**src/core/ocw_pkg.sv**
```systemverilog
// package for the option, clock and watchdog configuration block
// assumes a single core clock and a synchronous active-high reset
package ocw_pkg;

    // apb register byte offsets
    localparam logic [7:0] OCW_STATUS_OFS  = 8'h00;
    localparam logic [7:0] OCW_MASK_OFS    = 8'h04;
    localparam logic [7:0] OCW_OPTION_OFS  = 8'h08;
    localparam logic [7:0] OCW_WDCLR_OFS   = 8'h0C;
    localparam logic [7:0] OCW_GPIO_OFS    = 8'h10;
    localparam logic [7:0] OCW_PROGRAM_FLAG_REGISTER_OFS   = 8'h14;

    // status / mask bit positions
    localparam int OCW_EV_WDT   = 0;
    localparam int OCW_EV_EXT   = 1;
    localparam int OCW_EV_BOR   = 2;
    localparam int OCW_EV_MID   = 3;
    localparam int OCW_EV_HIGH  = 4;
    localparam int OCW_EV_W     = 5;

    // gpio register bit positions
    localparam int OCW_GPIO_OUT = 0;
    localparam int OCW_GPIO_OE  = 1;
    localparam int OCW_GPIO_IN  = 2;

    // reset values
    localparam logic [4:0] OCW_MASK_RST = 5'h00;
    localparam logic [1:0] OCW_GPIO_RST = 2'h0;

    // watchdog counter width and prescale base (losc/4 at select 0)
    localparam int         OCW_WDT_W    = 8;
    localparam logic [5:0] OCW_WDT_BASE = 6'h04;

    // operating modes
    localparam logic [1:0] OCW_MODE_NORMAL = 2'h0;
    localparam logic [1:0] OCW_MODE_SLOW   = 2'h1;
    localparam logic [1:0] OCW_MODE_SLEEP  = 2'h2;
    localparam logic [1:0] OCW_MODE_GREEN  = 2'h3;

    // watchdog policies
    localparam logic [1:0] OCW_WDT_OFF    = 2'h0;
    localparam logic [1:0] OCW_WDT_ENABLE = 2'h1;
    localparam logic [1:0] OCW_WDT_ALWAYS = 2'h2;

    // brown-out levels
    localparam logic [1:0] OCW_BOR_LOW  = 2'h0;
    localparam logic [1:0] OCW_BOR_MID  = 2'h1;
    localparam logic [1:0] OCW_BOR_HIGH = 2'h2;
    localparam logic [1:0] OCW_BOR_MAX  = 2'h3;

    // fixed hardware options, caught during reset
    typedef struct packed {
        logic [2:0] highDiv;      // normal mode: 2**n high clocks
        logic [1:0] lowDiv;       // slow mode: 2**n low clocks
        logic [1:0] watchdogClockSelect; // 4 << n low clocks
        logic [1:0] watchdogPolicy;
        logic       sharedIoPinMode;     // 1 = gpio, 0 = external reset
        logic       codeProtect;
        logic [1:0] brownoutLevel;
    } ocw_option_type;

    // voltage detector outputs, high when supply is below threshold
    typedef struct packed {
        logic below30;
        logic below23;
        logic below18;
    } ocw_detect_type;

endpackage : ocw_pkg

```
**src/core/ocw_option_clock.sv**
```systemverilog
// option decode, instruction-cycle dividers, watchdog and brown-out logic
// assumes oscillators, pin and detectors arrive asynchronously to core_clk
// What this block does
// [RULE_01] normal mode divides high oscillator by 8, 16, 32, 64 or 128
// [RULE_02] normal mode also offers divide by 1, 2 and 4
// [RULE_03] slow mode divides low oscillator by 1, 2, 4 or 8
// [RULE_04] watchdog ticks from low oscillator divided by 4, 8, 16 or 32
// [RULE_05] always-run watchdog counts in every mode, sleep and green included
// [RULE_06] enabled watchdog counts in active modes, halts in sleep and green
// [RULE_07] disabled watchdog never runs and never resets
// [RULE_08] option picks external reset or gpio for the shared pin
// [RULE_09] in reset mode a falling pin edge resets the device
// [RULE_10] option enables program-memory code protection
// [RULE_11] protected code is never dumped through the readout path
// [RULE_12] low level resets chip when supply is below 1.8 V
// [RULE_13] mid level shows the 2.3 V flag in the program flag register
// [RULE_14] high level resets chip when supply is below 2.3 V
// [RULE_15] high level shows the 3.0 V flag in the program flag register
// [RULE_16] options are caught during reset and held until the next one
module ocw_option_clock
    import ocw_pkg::*;
(
    // clock and reset
    input  wire logic                 core_clk,
    input  wire logic                 srst,
    // fixed options and operating mode
    input  wire ocw_option_type       optionIn,
    input  wire logic [1:0]           opMode,
    // asynchronous sources
    input  wire logic                 highOscIn,
    input  wire logic                 lowOscIn,
    input  wire ocw_detect_type       detectIn,
    // shared pin
    input  wire logic                 sharedPinIn,
    output logic                      sharedPinOut,
    output logic                      sharedPinOe,
    // instruction cycle and resets
    output logic                      cpuTick,
    output logic                      chipReset,
    // readout path
    input  wire logic                 readoutValidIn,
    input  wire logic [15:0]          readoutDataIn,
    output logic                      readoutValid,
    output logic [15:0]               readoutData,
    // low-supply indicator bits
    output logic                      lowSupplyFlagMid,
    output logic                      lowSupplyFlagHigh,
    // apb slave
    input  wire logic                 psel,
    input  wire logic                 penable,
    input  wire logic                 pwrite,
    input  wire logic [7:0]           paddr,
    input  wire logic [31:0]          pwdata,
    output logic                      pready,
    output logic                      pslverr,
    output logic [31:0]               prdata,
    // interrupt
    output logic                      irq
);

    localparam int NSYNC = 6;

    ocw_option_type         opt;
    logic [NSYNC-1:0]       asyncIn;
    logic [NSYNC-1:0]       syncLevel;
    logic [NSYNC-1:0]       syncRise;
    logic [NSYNC-1:0]       syncFall;
    logic [6:0]             highCnt;
    logic [2:0]             lowCnt;
    logic [4:0]             wdtPreCnt;
    logic [OCW_WDT_W-1:0]   wdtCnt;
    logic [OCW_EV_W-1:0]    status;
    logic [OCW_EV_W-1:0]    mask;
    logic [1:0]             gpio;
    logic                   flagMidPrev;
    logic                   flagHighPrev;

    // collect asynchronous inputs for the synchroniser bank
    assign asyncIn = {detectIn.below30, detectIn.below23,
                      detectIn.below18, sharedPinIn, lowOscIn, highOscIn};

    // three-stage synchronisers; a change counts once stages two and
    // three agree, which rejects a single metastable sample
    genvar gi;
    generate
        for (gi = 0; gi < NSYNC; gi++)
        begin : g_sync
            logic [2:0] stage;
            logic       agree;
            assign agree        = stage[1] == stage[2];
            assign syncRise[gi] = agree & stage[2] & ~syncLevel[gi];
            assign syncFall[gi] = agree & ~stage[2] & syncLevel[gi];
            always_ff @(posedge core_clk)
            begin
                if (srst)
                begin
                    stage          <= 3'h0;
                    syncLevel[gi]  <= 1'b0;
                end
                else
                begin
                    stage <= {stage[1:0], asyncIn[gi]};
                    if (agree)
                        syncLevel[gi] <= stage[2];
                end
            end
        end
    endgenerate

    wire highEdge = syncRise[0];
    wire lowEdge  = syncRise[1];
    wire pinFall  = syncFall[2];
    wire below18  = syncLevel[3];
    wire below23  = syncLevel[4];
    wire below30  = syncLevel[5];

    // options are sampled only while reset is held, so nothing moves
    // underneath running logic
    always_ff @(posedge core_clk)
    begin
        if (srst)
            opt <= optionIn; // [RULE_16]
    end

    // divider limits: ratio minus one, all powers of two
    wire [6:0] highLimit = 7'((8'h01 << opt.highDiv) - 8'h01); // [RULE_01] [RULE_02]
    wire [2:0] lowLimit  = 3'((4'h1 << opt.lowDiv) - 4'h1);    // [RULE_03]
    wire [4:0] wdtLimit  =
        5'((OCW_WDT_BASE << opt.watchdogClockSelect) - 6'h01); // [RULE_04]

    wire modeNormal = opMode == OCW_MODE_NORMAL;
    wire modeSlow   = opMode == OCW_MODE_SLOW;
    wire modeActive = modeNormal | modeSlow;

    wire highWrap = highEdge & (highCnt == highLimit);
    wire lowWrap  = lowEdge & (lowCnt == lowLimit);
    wire wdtPreWrap = lowEdge & (wdtPreCnt == wdtLimit);

    // watchdog run policy
    wire wdtRun =
        (opt.watchdogPolicy == OCW_WDT_ALWAYS) |              // [RULE_05]
        ((opt.watchdogPolicy == OCW_WDT_ENABLE) & modeActive); // [RULE_06]
    wire wdtOff  = (opt.watchdogPolicy != OCW_WDT_ALWAYS) &
                   (opt.watchdogPolicy != OCW_WDT_ENABLE);     // [RULE_07]
    wire wdtFire = wdtRun & wdtPreWrap & (&wdtCnt);

    // shared pin decode
    wire pinIsGpio  = opt.sharedIoPinMode;                     // [RULE_08]
    wire extResetEv = ~pinIsGpio & pinFall;                    // [RULE_09]

    // brown-out decode; mid level still guards the 1.8 V floor
    wire borEv =
        (below18 & (opt.brownoutLevel != OCW_BOR_HIGH) &
         (opt.brownoutLevel != OCW_BOR_MAX)) |                 // [RULE_12]
        (below23 & (opt.brownoutLevel == OCW_BOR_HIGH)) |      // [RULE_14]
        (below30 & (opt.brownoutLevel == OCW_BOR_MAX));
    wire flagMid  = (opt.brownoutLevel == OCW_BOR_MID) & below23;  // [RULE_13]
    wire flagHigh = (opt.brownoutLevel == OCW_BOR_HIGH) & below30; // [RULE_15]

    // apb decode; zero wait states, read data staged in the setup cycle
    wire apbSetup  = psel & ~penable;
    wire apbAccess = psel & penable;
    wire hitStatus = paddr == OCW_STATUS_OFS;
    wire hitMask   = paddr == OCW_MASK_OFS;
    wire hitOption = paddr == OCW_OPTION_OFS;
    wire hitWdClr  = paddr == OCW_WDCLR_OFS;
    wire hitGpio   = paddr == OCW_GPIO_OFS;
    wire hitPflag  = paddr == OCW_PROGRAM_FLAG_REGISTER_OFS;
    wire hitAny    = hitStatus | hitMask | hitOption | hitWdClr |
                     hitGpio | hitPflag;
    wire wrEn      = apbAccess & pwrite & hitAny;
    wire wdtKick   = wrEn & hitWdClr & pwdata[0];

    wire [OCW_EV_W-1:0] events;
    assign events[OCW_EV_WDT]  = wdtFire;
    assign events[OCW_EV_EXT]  = extResetEv;
    assign events[OCW_EV_BOR]  = borEv;
    assign events[OCW_EV_MID]  = flagMid & ~flagMidPrev;
    assign events[OCW_EV_HIGH] = flagHigh & ~flagHighPrev;

    // write-one-to-clear; an event in the clearing cycle survives
    wire [OCW_EV_W-1:0] w1c = (wrEn & hitStatus) ?
                              pwdata[OCW_EV_W-1:0] : '0;
    wire [OCW_EV_W-1:0] next_status = (status & ~w1c) | events;

    wire [31:0] readMux =
        hitStatus ? {27'h0, status} :
        hitMask   ? {27'h0, mask} :
        hitOption ? {19'h0, opt} :
        hitGpio   ? {29'h0, syncLevel[2], gpio} :
        hitPflag  ? {30'h0, lowSupplyFlagHigh, lowSupplyFlagMid} :
                    32'h0;

    assign pready  = 1'b1;
    assign pslverr = apbAccess & ~hitAny;
    assign irq     = |(status & mask);

    // instruction-cycle dividers; only the source of the mode ticks
    always_ff @(posedge core_clk)
    begin
        if (srst)
        begin
            highCnt <= 7'h00;
            lowCnt  <= 3'h0;
            cpuTick <= 1'b0;
        end
        else
        begin
            if (highEdge)
                highCnt <= highWrap ? 7'h00 : highCnt + 7'h01;
            if (lowEdge)
                lowCnt <= lowWrap ? 3'h0 : lowCnt + 3'h1;
            cpuTick <= (modeNormal & highWrap) |           // [RULE_01]
                       (modeSlow & lowWrap);               // [RULE_03]
        end
    end

    // watchdog prescaler and counter; held at zero when disabled so
    // that turning it off can never leave a half-expired count
    always_ff @(posedge core_clk)
    begin
        if (srst | wdtOff)                                 // [RULE_07]
        begin
            wdtPreCnt <= 5'h00;
            wdtCnt    <= '0;
        end
        else if (wdtKick)
        begin
            wdtPreCnt <= 5'h00;
            wdtCnt    <= '0;
        end
        else if (wdtRun & lowEdge)                         // [RULE_05] [RULE_06]
        begin
            wdtPreCnt <= wdtPreWrap ? 5'h00 : wdtPreCnt + 5'h01; // [RULE_04]
            if (wdtPreWrap)
                wdtCnt <= wdtCnt + OCW_WDT_W'(1);
        end
    end

    // reset request, low-supply flags and shared pin drive
    always_ff @(posedge core_clk)
    begin
        if (srst)
        begin
            chipReset         <= 1'b0;
            lowSupplyFlagMid  <= 1'b0;
            lowSupplyFlagHigh <= 1'b0;
            flagMidPrev       <= 1'b0;
            flagHighPrev      <= 1'b0;
            sharedPinOut      <= 1'b0;
            sharedPinOe       <= 1'b0;
        end
        else
        begin
            chipReset         <= wdtFire | extResetEv | borEv; // [RULE_09] [RULE_12] [RULE_14]
            lowSupplyFlagMid  <= flagMid;                  // [RULE_13]
            lowSupplyFlagHigh <= flagHigh;                 // [RULE_15]
            flagMidPrev       <= flagMid;
            flagHighPrev      <= flagHigh;
            sharedPinOut      <= pinIsGpio & gpio[OCW_GPIO_OUT];
            sharedPinOe       <= pinIsGpio & gpio[OCW_GPIO_OE]; // [RULE_08]
        end
    end

    // readout gate: protected parts never show program words
    always_ff @(posedge core_clk)
    begin
        if (srst)
        begin
            readoutValid <= 1'b0;
            readoutData  <= 16'h0000;
        end
        else
        begin
            readoutValid <= readoutValidIn & ~opt.codeProtect; // [RULE_10] [RULE_11]
            readoutData  <= opt.codeProtect ? 16'h0000 : readoutDataIn;
        end
    end

    // apb register file
    always_ff @(posedge core_clk)
    begin
        if (srst)
        begin
            status <= '0;
            mask   <= OCW_MASK_RST;
            gpio   <= OCW_GPIO_RST;
            prdata <= 32'h0000_0000;
        end
        else
        begin
            status <= next_status;
            if (wrEn & hitMask)
                mask <= pwdata[OCW_EV_W-1:0];
            if (wrEn & hitGpio)
                gpio <= pwdata[OCW_GPIO_OE:OCW_GPIO_OUT];
            if (apbSetup)
                prdata <= readMux;
        end
    end

endmodule // ocw_option_clock

```
**config.mk**
```make
export PLATFORM = sky130hd
export DESIGN_NAME = ocw_option_clock
export DESIGN_NICKNAME = d
export VERILOG_FILES = /design/src/core/ocw_pkg.sv /design/src/core/ocw_option_clock.sv
export SDC_FILE = /design/constraint.sdc
export NUM_CORES = 1
export LEC_CHECK = 0
export ABC_AREA = 0
export BUFFER_PORTS_ARGS = -buffer_cell sky130_fd_sc_hd__clkbuf_2
export CORE_ASPECT_RATIO = 0.7
export CORE_MARGIN = 3
export CORE_UTILIZATION = 32
export DETAILED_ROUTE_END_ITERATION = 8
export GPL_TIMING_DRIVEN = 0
export PLACE_DENSITY_LB_ADDON = 0.3
export REMOVE_ABC_BUFFERS = 1
export SYNTH_ARGS = -nofsm -noshare
export SYNTH_HDL_FRONTEND = slang
export SYNTH_SLANG_ARGS = --single-unit
```
**constraint.sdc**
```tcl
create_clock -name core_clk -period 6.2 [get_ports core_clk]
set_clock_uncertainty 0.2 [all_clocks]
set_input_delay 1.24 -clock core_clk [delete_from_list [all_inputs] [get_ports core_clk]]
set_output_delay 1.24 -clock core_clk [all_outputs]
set_load 0.05 [all_outputs]
```
* After elaboration in Yosys (flattened, before gate mapping) *
Cells that the tools add are included.

cells by class
  add/sub/neg operators = 7
  equal/unequal tests = 24
  shift operators = 3
  multiplexer cells = 9
  bitwise gates (word level) = 64
  reduce and logical (&&, ||, !) cells = 7

operators with widths
  kind                 count
  $mux 13              3
  $and 1x1->1          38
  $eq 8x4->1 const B   2
  $eq 8x5->1 const B   2
  $or 1x1->1           13
  $and 5x5->5          2
  $mux 5               2
  $not 1->1            9
  $add 8x1->8 const B  1
  $eq 8x3->1 const B   1
  $logic_not 8->1      1
  $reduce_and 8->1     1
  $add 7x1->7 const B  1
  $eq 7x7->1           1
  $mux 7               1
  $shl 1x3->7 const A  1
  $sub 7x1->7 const B  1
  $eq 1x1->1           6
  $eq 2x1->1 const B   3
  $eq 2x2->1 const B   3
  $mux 3               2
  $ne 2x2->1 const B   3
  $add 5x1->5 const B  1
  $eq 5x5->1           1
  other kinds (14)     15

word-level totals
  flip-flop bits (word level) = 127
  output and inout port bits = 58

* Longest topological paths before layout *
  depth in word-level cells = 12
  gate-level depth with buffers = 8
  depth with buffers taken out = 7

* Least setup slack after synthesis *
No wires, ideal clock.

  path type = input to output
  from = input port paddr[4]
  to = output port pslverr
  arrival = 2.338 ns
  required time = 4.760 ns
  slack = 2.422 ns
  stages = 3
  buffers on the path = 1
  path through = clkbuf_1 -> nand2_1 -> a21oi_1

between the ends
  longest elaborated chain between the ends = 8
  elaborated cells between the ends (all ways) = 13
  those cells by class = eq/ne: 5; bitwise: 7; reduce/logical: 1

ends and longest elaborated chain
  element                                        RTL line                                          RTL
  start: declaration                             ocw_option_clock.sv:52                            input wire logic [7:0] paddr,
  $eq 8x3->1 or $logic_not 8->1 (tied branches)  ocw_option_clock.sv:164, ocw_option_clock.sv:163
  $or 1x1->1 (4 in a row)                        ocw_option_clock.sv:169                           wire hitAny = hitStatus | hitMask | hitOption | hitWdClr |
  $or 1x1->1 *                                   ocw_option_clock.sv:170                           hitGpio | hitPflag;
  $not 1->1 *                                    ocw_option_clock.sv:195                           assign pslverr = apbAccess & ~hitAny;
  $and 1x1->1 *                                  ocw_option_clock.sv:195
  end: declaration                               ocw_option_clock.sv:55                            output logic pslverr,

Every way passes the cells marked *; elsewhere a longest branch is shown, timed or not.

* Worst setup path after layout *
  from = input port paddr[7]
  to = output port pslverr

The elaborated chain is that of the path after synthesis.

==> summary.md <==
| Metric | Value |
|---|---|
| DRC | 0 |
| Clk root buf | clkbuf_16 |
| Startpoint Class | input pin |
| Syn Std Cell Area | 4596 um2 |
| Worst-Margin Slew | a little over 0.9 ns |
| Die Y | about 110 um |
| Die ar. | 15860 um2 |
| Syn avg cell area | 9.614 um2 |
| EDFF count, synth | 13 |
| Antenna-violating nets left | 0 |
| Via count | 3524 |
| CTS Hold Buffers Added | 0 |
| Antenna diodes | 0 |
| Via-to-Cell Ratio | 4.692 |
| Setup TNS Final | 0 ns |
| RSZ-0062 raised after global routing | no |
| Min Tclk post-route | between 3 and 4 ns |
| Core area | 13580 um2 |
| # clock sinks | 108 |
| RD Place Congestion | 0.8260 |
| Die Width | around 150 um |
| Drt pass-1 iters | 4 |
| Top Ports | 141 |
| Int Pwr | between 1 and 1.5 mW |
| Seq pwr share | roughly half |
| Warnings, synthesis | 0 |
| Max FO, Critical Path | 4 |
| Crit path from | paddr[7] |
| PD cells | 264.7 nW/um2 |
| Part of the Yosys area used for sequential elements | 49.88% |
| Critical path class | in2out |
| Worst hold slack | 0.2361 ns |
| # rows | 35 |
| Net Sw Frac | 26.67% |
| CTS tree | done |
| DRT iter0 DRCs | 186 |
| Clk buf depth | 2 |
| Pleak | roughly 2.2 nW |
| Worst hold path type | reg2reg |
| Status | finished, final reports clean |
| H-Tree Depth | 3 |
| Synth top area cells | dfxtp_1 (41%), edfxtp_1 (8.5%), nand2_1 (3.7%) |
| Global-route wire length before repair | 16470 um |
| Critical Path RT | approximately 4.8 ns |
| Comb power frac | 9.7% |
| Ys async rst share | 0% |
| Gr ovfl total | 0 |
| Max Fclk | 0.2534 GHz |
| Tcrit/Tclk final | 63.65% |
| Setup WS pre-CTS | 2.246 ns |
| Worst IR Drop VDD | 120.3 uV |
| NetSw | 0.3809 mW |
| Max-slew headroom | 38.85% |
| Hold Vio Cnt, Final | 0 |
| Final Setup Violations | 0 |
| Largest net degree at the start of global routing | 81 |
| Initial Util | about a third |
| Most frequent cells after synthesis | dfxtp_1 (95), nand2_1 (45), a21oi_1 (31), nor2_1 (27), nor2b_1 (26) |
| Min-delay src | g_sync[4].stage[0]$_SDFF_PP0_ |
| Top-count cell post-synth | dfxtp_1 |
| Share of cells above drive strength 1 | 21.20% |
| Cells after synthesis | ~480 |
| Share of the synthesized area in the top cell type | 41.38% |
| Synth-to-layout area growth | 17.40% |
| Yosys top cell by area | dfxtp_1 |
| Post-DP HPWL | 7654 um |
| CTS Buf Count | 9 |
| Clk slew on worst S/H paths | 0.07 ns |
| Final #Nets | 654 |
| Post-cts sizing count | 0 |
| Port bufs | 93 |
| DR WL/cell | 13.61 um |
| Clock network power share | 38.4% |
| # Max-Cap Violations | 0 |
| Main flop type after synthesis | dfxtp_1 |
| Worst Setup End Kind | primary output |
| Fin worst setup slack | around 2.3 ns |
| Crit Reg-Reg Startpoint | opt[12]$_DFFE_PP_ |
| Post-CTS Setup Inserts | 0 |
| Synthesized flop and latch total | approximately 110 |
| Initial antenna violation count | 0 |
| Final Max Tran Viols | 0 |
| Total Routing Usage GR | 12.88% |
| Fillers | ~1.4k |
| Yosys cell types | 55 |
| Final Total Pwr | 1.428 mW |
| Vias in the first global route | 3402 |
| Clock latency on the worst-skew pair | 0.35 ns |
| Detailed-route wire length | 10220 um |
| Worst Path Arrival | approximately 2.5 ns |
## registers in the layout (all words and copies together) (netlist names), 2 cells and up
signal	flops
wdtCnt	8
highCnt	7
syncLevel	3
gpio	2
wdtPreCnt	5
mask	5
opt	12
lowCnt	3
prdata	13
readoutData	16
g_sync.stage	18
status	5
## layout by cell type (no fill, tap or decap), types with 4 or more instances in the layout
cell / instances
a22oi_1: 12
and3_1: 4
xor2_1: 12
or3_1: 10
a21oi_1: 31
clkbuf_16: 9
nand4_1: 5
nor3_1: 11
nand2b_1: 9
nand2_1: 45
and2_1: 17
nand3_1: 17
clkbuf_2: 92
xnor2_1: 5
conb_1: 20
ha_1: 10
nor2_1: 27
mux2i_1: 11
o21ai_0: 14
edfxtp_1: 13
and4_1: 4
inv_1: 14
dfxtp_1: 95
nor2b_1: 26
## power by group through the flow
stage	Sequential, mW	Combinational [mW]	Clock, mW
after CTS	0.741	0.139	0.568
final	0.741	0.139	0.548
after floorplan	0.772	0.0723	0
after global placement	0.757	0.136	0
after global routing	0.744	0.150	0.594
after detailed placement	0.757	0.139	0
## cell families (layout without fill, tap and decap cells)
logic type | Yosys count | after routing | share of synthesized area (%)
AOI/OAI and AO/OA | 83 | 83 | 11.95
xor gates and xnor gates | 17 | 17 | 3.240
adders and majority gates | 10 | 10 | 2.723
buffers and inverters | 53 | 123 | 6.561
DFF | 108 | 108 | 49.88
muxes | 11 | 11 | 2.396
other | 2 | 20 | 0.1634
and+or+nand+nor | 194 | 194 | 23.09
## path summary, 6_finish.rpt
check | depth (start not counted) | slack, ns | endpoint
worst min register to register | 1 | 0.24 | g_sync[4].stage[1]$_SDFF_PP0_
worst max register to register | 7 | 3.21 | highCnt[4]$_SDFFE_PP0P_
worst min-delay path | 1 | 0.24 | g_sync[4].stage[1]$_SDFF_PP0_
worst max-delay path | 5 | 2.25 | pslverr
## layer usage
metal	vias up	global-route usage, %	wire, um
met1	1613	18.03	5128
li1	1795	-	-
met4	0	3.658	53
met3	6	4.133	780
met5	-	0	0
met2	110	19.04	4262
## per-stage QoR
step	instances	util [%]	area [um2]
floorplan	457	-	4414
global placement	735	37.65	5111
detailed placement	735	37.67	5114
CTS	751	39.74	5395
global route	751	39.74	5395
finish	751	39.74	5395
## critical path: stages
cell      delay [ns]
clkbuf_2        0.08
or4_4           0.57
nor2_1          0.24
a21oi_1         0.13
clkbuf_2        0.25
## area by class of cell
cell class	count	area, um2	share of cell area (%)
Clock buffer	9	225.2	4.174
Clock inverter	7	56.30	1.044
Inverter	14	52.55	0.9740
Multi-Input combinational cell	335	2069	38.36
Sequential cell	108	2292	42.49
Tap cell	185	231.5	4.290
Timing Repair Buffer	93	467.9	8.673
(Power assumes the default switching activity.)
